### src/rtl/svs_map.svh
// register offsets, field positions and reset values for the synth config block
`ifndef SVS_MAP_SVH
`define SVS_MAP_SVH
`define SVS_OFS_BASE      12'h0685
`define SVS_OFS_MULT      12'h0687
`define SVS_OFS_MVAL      12'h068a
`define SVS_OFS_DENOM     12'h068c
`define SVS_OFS_SETUP     12'h0693
`define SVS_OFS_SWAP      12'h0694
`define SVS_OFS_MASK      12'h0680
`define SVS_OFS_MAILBOX   12'h0681
`define SVS_OFS_STATUS    12'h0682
`define SVS_RST_BASE      16'h1f40
`define SVS_RST_MULT      24'h01_7bb0
`define SVS_RST_MVAL      16'h0001
`define SVS_RST_DENOM     16'h0001
`define SVS_RST_SETUP     8'h01
`define SVS_RST_SWAP      8'h00
`define SVS_SETUP_MASK    8'h71
`define SVS_SWAP_MASK     8'h01
`define SVS_EN_BIT        0
`define SVS_SEL_LSB       4
`define SVS_REMAP_BIT     0
`define SVS_MB_WR_BIT     0
`define SVS_MB_RD_BIT     1
`define SVS_NUM_GEN       4
`define SVS_NUM_LOOPS     4
`endif

### src/rtl/svs_pkg.sv
// types for the synth config block
`default_nettype none
package svs_pkg;
  // one generator's committed configuration
  typedef struct packed {
    logic [15:0] base;
    logic [23:0] mult;
    logic [15:0] mval;
    logic [15:0] denom;
    logic [2:0]  loop_sel;
    logic        enable;
  } svs_cfg_t;
  // per-generator outputs: fvco quotient and selected loop
  typedef struct packed {
    logic [55:0] fvco;
    logic [1:0]  loop_id;
    logic        enable;
  } svs_out_t;
  typedef enum logic [1:0] {SVS_IDLE, SVS_DIV, SVS_DONE} svs_state_t;
endpackage : svs_pkg
`default_nettype wire

### src/rtl/svs_synth_cfg.sv
// per-generator vco and source configuration with mailbox commit
//
// Implementation choice: the AHB-Lite slave port.
`include "svs_map.svh"
// Summary of operation
// - 16-bit denominator term, reset one, used as vco divisor
// - vco frequency is base times multiplier times m over denominator
// - bits 6:4 pick the tracking loop; unknown numbers pick the first
// - bit 0 of setup enables generator; setup resets to 0x01
// - mailbox write applies page to all masked generators, reads back 0
// - mailbox read loads the one masked generator into page, reads 0
// - remap bit routes fourth A/B or third C/D dividers to outputs 8-11
`default_nettype none
module svs_synth_cfg (
  input  wire logic                   hclk,       // bus clock 40 MHz
  input  wire logic                   hresetn,    // async reset, low
  input  wire logic                   hsel,       // slave select
  input  wire logic [31:0]            haddr,      // byte address
  input  wire logic [1:0]             htrans,     // transfer type
  input  wire logic                   hwrite,     // write flag
  input  wire logic [2:0]             hsize,      // transfer size
  input  wire logic [31:0]            hwdata,     // write data
  input  wire logic                   hready,     // bus ready in
  output logic      [31:0]            hrdata,     // read data
  output logic                        hreadyout,  // slave ready
  output logic                        hresp,      // always okay
  output wire svs_pkg::svs_out_t [3:0] gen_out,   // per generator state
  output logic                        hp_eight_from_third // remap state
);
  import svs_pkg::*;

  // page registers (bus side, not yet committed)
  svs_cfg_t    page;
  logic [7:0]  page_swap;
  logic [3:0]  mask;
  logic [1:0]  mailbox;
  // committed per-generator state
  svs_cfg_t    gen_cfg [`SVS_NUM_GEN];
  logic        swap_live;
  // divider engine
  svs_state_t  state;
  logic [1:0]  cur;
  logic [55:0] numer;
  logic [55:0] quot;
  logic [55:0] rem;
  logic [5:0]  bit_idx;
  logic [15:0] div_d;

  // captured address phase
  logic        dp_valid;
  logic        dp_write;
  logic [11:0] dp_addr;

  // read-side mask decode results
  logic        gen_valid_rd;
  logic [1:0]  rd_idx;

  // register index as decoded from haddr[13:2]
  // offsets are word indices, so the byte address is four times them;
  // the decoder compares indices and never sees the two low bits
  function automatic logic [11:0] word_addr(input logic [11:0] ofs);
    word_addr = ofs;
  endfunction : word_addr

  // loop select clamp: nonexistent loop maps to the first loop
  function automatic logic [1:0] loop_of(input logic [2:0] sel);
    loop_of = (sel < 3'(`SVS_NUM_LOOPS)) ? sel[1:0] : 2'b00;
  endfunction : loop_of

  assign hreadyout = 1'b1;
  assign hresp     = 1'b0;

  // address phase capture
  always_ff @(posedge hclk or negedge hresetn) begin
    if (!hresetn) begin
      dp_valid <= 1'b0;
      dp_write <= 1'b0;
      dp_addr  <= 12'h000;
    end else if (hready) begin
      dp_valid <= hsel && htrans[1];
      dp_write <= hwrite;
      dp_addr  <= haddr[13:2];
    end
  end

  logic wr_en;
  assign wr_en = dp_valid && dp_write;

  // page register writes
  always_ff @(posedge hclk or negedge hresetn) begin
    if (!hresetn) begin
      page.base     <= `SVS_RST_BASE;
      page.mult     <= `SVS_RST_MULT;
      page.mval     <= `SVS_RST_MVAL;
      page.denom    <= `SVS_RST_DENOM;
      page.loop_sel <= 3'b000;
      page.enable   <= 1'b1;
      page_swap     <= `SVS_RST_SWAP;
      mask          <= 4'h0;
    end else if (state == SVS_IDLE && mailbox[`SVS_MB_RD_BIT]
                 && gen_valid_rd) begin
      page <= gen_cfg[rd_idx];
    end else if (wr_en) begin
      // page fields only; nothing here reaches a generator until commit
      if (dp_addr == word_addr(`SVS_OFS_BASE)) begin
        page.base <= hwdata[15:0];
      end
      if (dp_addr == word_addr(`SVS_OFS_MULT)) begin
        page.mult <= hwdata[23:0];
      end
      if (dp_addr == word_addr(`SVS_OFS_MVAL)) begin
        page.mval <= hwdata[15:0];
      end
      if (dp_addr == word_addr(`SVS_OFS_DENOM)) begin
        page.denom <= hwdata[15:0];
      end
      // reserved setup bits are simply not stored
      if (dp_addr == word_addr(`SVS_OFS_SETUP)) begin
        page.loop_sel <= hwdata[`SVS_SEL_LSB +: 3];
        page.enable   <= hwdata[`SVS_EN_BIT];
      end
      if (dp_addr == word_addr(`SVS_OFS_SWAP)) begin
        page_swap <= hwdata[7:0] & `SVS_SWAP_MASK;
      end
      if (dp_addr == word_addr(`SVS_OFS_MASK)) begin
        mask <= hwdata[3:0];
      end
    end
  end

  // note: a page load from a mailbox read overrides a write
  // landing in the same cycle; hosts poll the mailbox first

  // read-side mask decode: exactly one bit set
  // a read with zero or several mask bits loads nothing
  always_comb begin
    gen_valid_rd = 1'b0;
    rd_idx       = 2'd0;
    case (mask)
      4'b0001: begin gen_valid_rd = 1'b1; rd_idx = 2'd0; end
      4'b0010: begin gen_valid_rd = 1'b1; rd_idx = 2'd1; end
      4'b0100: begin gen_valid_rd = 1'b1; rd_idx = 2'd2; end
      4'b1000: begin gen_valid_rd = 1'b1; rd_idx = 2'd3; end
      default: begin gen_valid_rd = 1'b0; rd_idx = 2'd0; end
    endcase
  end

  // mailbox: host sets, device clears when done (set wins over done)
  // read requests finish in one cycle; writes wait for the divider,
  // so the mailbox only reads zero once fvco is valid too
  always_ff @(posedge hclk or negedge hresetn) begin
    if (!hresetn) begin
      mailbox <= 2'b00;
    end else if (wr_en && dp_addr == word_addr(`SVS_OFS_MAILBOX)) begin
      mailbox <= hwdata[1:0];
    end else if (state == SVS_IDLE && mailbox[`SVS_MB_RD_BIT]) begin
      mailbox <= 2'b00;
    end else if (state == SVS_DONE) begin
      mailbox <= 2'b00;
    end
  end

  // commit: write page into every masked generator, remap goes live
  // the commit lasts one cycle: the engine leaves idle right after,
  // so later page writes cannot leak into a generator
  generate
    for (genvar g = 0; g < `SVS_NUM_GEN; g++) begin : g_gen
      always_ff @(posedge hclk or negedge hresetn) begin
        if (!hresetn) begin
          gen_cfg[g] <= '{`SVS_RST_BASE, `SVS_RST_MULT, `SVS_RST_MVAL,
                          `SVS_RST_DENOM, 3'b000, 1'b1};
        end else if (state == SVS_IDLE && mailbox == 2'b01 && mask[g]) begin
          gen_cfg[g] <= page;
        end
      end
      assign gen_out[g].loop_id = loop_of(gen_cfg[g].loop_sel);
      assign gen_out[g].enable  = gen_cfg[g].enable;
    end
  endgenerate

  always_ff @(posedge hclk or negedge hresetn) begin
    if (!hresetn) begin
      swap_live <= 1'b0;
    end else if (state == SVS_IDLE && mailbox == 2'b01) begin
      swap_live <= page_swap[`SVS_REMAP_BIT];
    end
  end
  assign hp_eight_from_third = swap_live;

  // fvco engine: after commit, divide the page product serially, once for all masked generators
  // restoring division, one quotient bit per cycle, msb first;
  // chosen over a wide divider to keep the area small, at the cost
  // of roughly sixty cycles of mailbox latency per commit
  logic [55:0] fvco_q [`SVS_NUM_GEN];
  logic [55:0] rem_sh;
  assign rem_sh = {rem[54:0], numer[bit_idx]};
  always_ff @(posedge hclk or negedge hresetn) begin
    if (!hresetn) begin
      state   <= SVS_IDLE;
      cur     <= 2'd0;
      numer   <= 56'h0;
      quot    <= 56'h0;
      rem     <= 56'h0;
      bit_idx <= 6'd0;
      div_d   <= 16'h0001;
    end else begin
      case (state)
        SVS_IDLE: begin
          if (mailbox == 2'b01) begin
            state <= SVS_DIV;
            cur   <= 2'd0;
            // operands widened first so the product is not cut short
            numer <= 56'(page.base) * 56'(page.mult)
                     * 56'(page.mval);
            div_d <= (page.denom == 16'h0) ? 16'h0001 : page.denom;
            quot  <= 56'h0;
            rem   <= 56'h0;
            bit_idx <= 6'd55;
          end
        end
        SVS_DIV: begin
          if (rem_sh >= {40'h0, div_d}) begin
            rem  <= rem_sh - {40'h0, div_d};
            quot <= {quot[54:0], 1'b1};
          end else begin
            rem  <= rem_sh;
            quot <= {quot[54:0], 1'b0};
          end
          // last bit done: hand the quotient over next cycle
          if (bit_idx == 6'd0) begin
            state <= SVS_DONE;
          end else begin
            bit_idx <= bit_idx - 6'd1;
          end
        end
        SVS_DONE: state <= SVS_IDLE;
        default:  state <= SVS_IDLE;
      endcase
    end
  end

  // latch quotient into the masked generators
  generate
    for (genvar g = 0; g < `SVS_NUM_GEN; g++) begin : g_fv
      always_ff @(posedge hclk or negedge hresetn) begin
        if (!hresetn) begin
          fvco_q[g] <= 56'h0;
        end else if (state == SVS_DONE && mask[g]) begin
          fvco_q[g] <= quot;
        end
      end
      assign gen_out[g].fvco = fvco_q[g];
    end
  endgenerate

  // read mux, reserved bits as zero
  // registered in the address phase so data stands in the data phase
  always_ff @(posedge hclk or negedge hresetn) begin
    if (!hresetn) begin
      hrdata <= 32'h0000_0000;
    end else if (hready && hsel && htrans[1] && !hwrite) begin
      case (haddr[13:2])
        word_addr(`SVS_OFS_BASE): begin
          hrdata <= {16'h0, page.base};
        end
        word_addr(`SVS_OFS_MULT): begin
          hrdata <= {8'h0, page.mult};
        end
        word_addr(`SVS_OFS_MVAL): begin
          hrdata <= {16'h0, page.mval};
        end
        word_addr(`SVS_OFS_DENOM): begin
          hrdata <= {16'h0, page.denom};
        end
        word_addr(`SVS_OFS_SETUP): begin
          hrdata <= {24'h0, 1'b0, page.loop_sel, 3'b000, page.enable};
        end
        word_addr(`SVS_OFS_SWAP): begin
          hrdata <= {24'h0, page_swap};
        end
        word_addr(`SVS_OFS_MASK): begin
          hrdata <= {28'h0, mask};
        end
        word_addr(`SVS_OFS_MAILBOX): begin
          hrdata <= {30'h0, mailbox};
        end
        // status: bit 1 engine idle, bit 2 live remap
        word_addr(`SVS_OFS_STATUS): begin
          hrdata <= {29'h0, swap_live, state == SVS_IDLE, 1'b0};
        end
        default:                     hrdata <= 32'h0000_0000;
      endcase
    end
  end
endmodule : svs_synth_cfg
`default_nettype wire
### config.mk
export PLATFORM = sky130hd
export DESIGN_NAME = svs_synth_cfg
export DESIGN_NICKNAME = d
export VERILOG_FILES = /design/src/rtl/svs_pkg.sv /design/src/rtl/svs_synth_cfg.sv
export VERILOG_INCLUDE_DIRS = /design/src /design/src/rtl
export SDC_FILE = /design/constraint.sdc
export NUM_CORES = 2
export LEC_CHECK = 0
export BUFFER_PORTS_ARGS = -buffer_cell sky130_fd_sc_hd__clkbuf_2
export CORE_ASPECT_RATIO = 2
export CORE_UTILIZATION = 45
export DETAILED_ROUTE_END_ITERATION = 10
export SLEW_MARGIN = 5
export SYNTH_ARGS = -nofsm -noshare
export SYNTH_HDL_FRONTEND = slang
export SYNTH_SLANG_ARGS = --single-unit
### constraint.sdc
create_clock -name hclk -period 26.9 [get_ports hclk]
set_input_delay 4.035 -clock hclk [delete_from_list [all_inputs] [get_ports hclk]]
set_output_delay 4.035 -clock hclk [all_outputs]
set_load 0.01 [all_outputs]
==> summary.txt <==
Place
  • Routability cong.: 0.874
  • Final HPWL DP: 141000 um
  • Placed insts: 8621
  • Placed inst area: 72400 sq um
  • Port Buffers: 302

Die
  • Core area: 153000 sq um
  • Top-level I/O count: 345
  • Initial Utilization: 45.3%
  • Die footprint: 155000 sq um
  • Die H: 556 um
  • Die span in x: 279 um
  • Rows: 203

Drt
  • Via count: 48600
  • DR DRC count: 4
  • Via density: 5.55
  • DR pass1 iterations: 9
  • Post-DRT Antenna Nets: 0
  • Drt total wl: 190000 um
  • DRT iter0 DRCs: 2436
  • WL/cell: 21.7 um

Synth
  • Synth Area in Adders: 28.9%
  • Post-Synth XOR/XNOR Area: 1.48%
  • Mapped Area: 69100 sq um
  • Yosys reg bits: 841
  • Combinational family with the most area after synthesis: adder cells
  • Gate count after technology mapping: 6599
  • Mux share of post-synthesis cell area: 13.2%
  • Synth Area per Inst: 10.5 sq um
  • Simple-Gate Fraction of Synth Area: 12.6%
  • EDFF count, synth: 0
  • Seq/Total Area, Yosys: 30.6%
  • Asr flop ratio synth: 100%
  • YS warnings: 0
  • Compound-Gate Fraction of Synth Area: 6.07%
  • Synth cell types: 79
  • Top_reg_cell synth: dfrtp_1

Outcome
  • Failing checks: DRC
  • Status: finished, violations left

Timing
  • Final hold violations: 0
  • Setup tns final: 0 ns
  • Relative slew slack: 9.48%
  • Tmin final: 13.91 ns
  • # setup viols final: 0
  • Max Slew Vio Count: 0
  • Peak Freq: 0.0719 GHz
  • Period utilization: 51.7%
  • Worst-Margin Slew: 1.36 ns
  • Final Skew: 0.0411 ns
  • RSZ-0062 raised after global routing: false

Clocking
  • H-tree levels: 3
  • Hold buffers post-CTS: 0
  • CTS Sinks: 841
  • CTS max path bufs: 3
  • CTS tree: yes
  • Clock Latency Late Sink: 0.66 ns
  • Root buf cell: clkbuf_16
  • Post-CTS resize count: 0
  • Num CTS Buffers: 73
  • Clock-pin slew on the worst setup and hold paths: 0.06 ns
  • Post-CTS setup buffers: 0

Finish
  • Area grow syn2layout: 8.48%
  • Final net count: 7815
  • Finished Core Util: 49.1%
  • Reg area: 21200 sq um
  • Final Cell Area: 75000 sq um
  • Final Non-Filler Cells: 8758
  • Layout cells sized above 1: 19.6%
  • Area of the multi-input gates: 43200 sq um
  • Layout filler cell count: 13900

Critical path
  • Worst stage delay on the critical path: 1.10 ns
  • CP arrival: 14.50 ns
  • Critical-path maximum fanout: 31
  • CP Class: flip-flop to flip-flop
  • CP startpoint kind: flip-flop
  • CP Data Required Time: 27.49 ns
  • Crit path top cell by count: fa_1
  • Reg2reg setup slack: 12.99 ns
  • Crit. End Element: flip-flop
  • Crit-path slowest cell: dfstp_2

GRT
  • Antenna violations before repair: 4
  • Gr ovfl total: 0
  • Tot GR Track Use: 25.1%
  • Largest net degree at the start of global routing: 103
  • First-pass GRT wire length: 302000 um
  • Vias in the first global route: 53300

Run
  • MaxCap Viol Count: 0

Min path
  • HP Class: flip-flop to flip-flop
routing by layer:
metal	GRT usage [%]	up-vias	routed length, um
li1	-	21300	-
met1	25.0	25500	64000
met2	49.5	1217	108000
met3	2.24	524	6510
met4	14.9	0	11900
met5	0	-	0
cells in the mapped netlist, types with 14 or more instances:
cell type	instances	share of area [%]
mux2i_1	87	1.3
buf_1	26	0.14
nand3_1	91	0.66
or3_1	20	0.18
a21boi_0	20	0.22
xor2_1	34	0.43
fa_1	837	24
nand4_1	27	0.24
ha_1	258	4.7
nor4_1	26	0.24
clkbuf_1	404	2.2
nor3_1	39	0.28
xnor2_1	83	1.1
nand2_1	1008	5.5
and3_1	26	0.24
inv_1	822	4.5
o211ai_1	14	0.15
nor2_1	107	0.58
mux4_2	93	3.0
dfstp_2	96	3.6
dfrtp_1	745	27
mux2_2	549	8.9
a21o_1	53	0.58
o21ai_0	321	2.3
nand2b_1	25	0.23
nor2b_1	27	0.24
a21oi_1	138	1.0
o31a_1	14	0.18
and2_1	384	3.5
buf_4	14	0.15
registers in the layout, indices dropped and copies added, names as in the netlist:
register             cells
mask                     4
hrdata                  24
bit_idx                  6
dp_valid                 1
mailbox                  2
gen_cfg                300
dp_write                 1
hp_eight_from_third      1
numer                   56
page_swap                1
div_d                   16
rem                     55
gen_out                228
page                    76
quot                    56
state                    2
dp_addr                 12
critical path, delay by kind of cell, from the launching register on:
family | cells | cell delay [ns]
simple gates | 9 | 2.21
flops | 1 | 1.10
fa+ha+maj | 14 | 6.96
buf+inv | 6 | 0.57
compound gates | 8 | 2.79
xor+xnor | 1 | 0.16
cell families after synthesis:
family	count (synthesis)
adder cells (fa/ha/maj)	1095
multiplexers	729
other	2
AND/OR/NAND/NOR	1842
buffers and inverters	1274
XOR/XNOR	117
flip-flops	841
AO/OA/AOI/OAI	699
metrics by stage:
| stage | hold slack (ns) | worst slack [ns] |
|---|---|---|
| 3_3_place_gp | 0.455 | 13.09 |
| 3_5_place_dp | 0.466 | 13.06 |
| 2_1_floorplan | 0.440 | 15.14 |
| 6_report | 0.472 | 12.99 |
| 4_1_cts | 0.481 | 13.00 |
| 5_1_grt | 0.493 | 12.46 |
placed cells by master, fill, tap and decap left out, types with 19 or more instances in the layout:
master and count:
a21o_1 53, xor2_1 31, xnor2_1 80, and3_1 25, nand2b_1 24, ha_1 258
nand2_1 1000, nor2b_1 26, a21boi_0 19, buf_4 114, dfrtp_1 745, nor3_1 39
and2_1 384, o21ai_0 321, mux4_2 93, inv_1 822, mux2_2 549, nand4_1 27
clkbuf_2 301, mux2i_1 87, clkbuf_1 19, dfstp_2 96, nand3_1 90, clkbuf_16 76
fa_1 837, nor2_1 105, a21oi_1 138, nor4_1 26
area by class of cell:
| class | instances | share of cell area [%] |
|---|---|---|
| Antenna cell | 3 | 0.0100 |
| Timing Repair Buffer | 416 | 3.17 |
| Clock buffer | 110 | 2.91 |
| Inverter | 822 | 4.11 |
| Clock inverter | 24 | 0.479 |
| Tap cell | 2050 | 3.42 |
| Multi-Input combinational cell | 4492 | 57.7 |
| Sequential cell | 841 | 28.2 |
final timing paths:
check | start | endpoint | depth (start not counted)
max | page[71]$_DFFE_PN1P_ | numer[52]$_DFFE_PN0P_ | 38
min | numer[3]$_DFFE_PN0P_ | numer[3]$_DFFE_PN0P_ | 2
max reg2reg | page[71]$_DFFE_PN1P_ | numer[52]$_DFFE_PN0P_ | 38
min reg2reg | numer[3]$_DFFE_PN0P_ | numer[3]$_DFFE_PN0P_ | 2
max in group asynchronous | hresetn | gen_out[11]$_DFFE_PN0P_ | 5
min in group asynchronous | hresetn | quot[53]$_DFFE_PN0P_ | 1
Power is not shown: default switching activity piles up to over one toggle a cycle in this logic, so the estimate is an artifact.
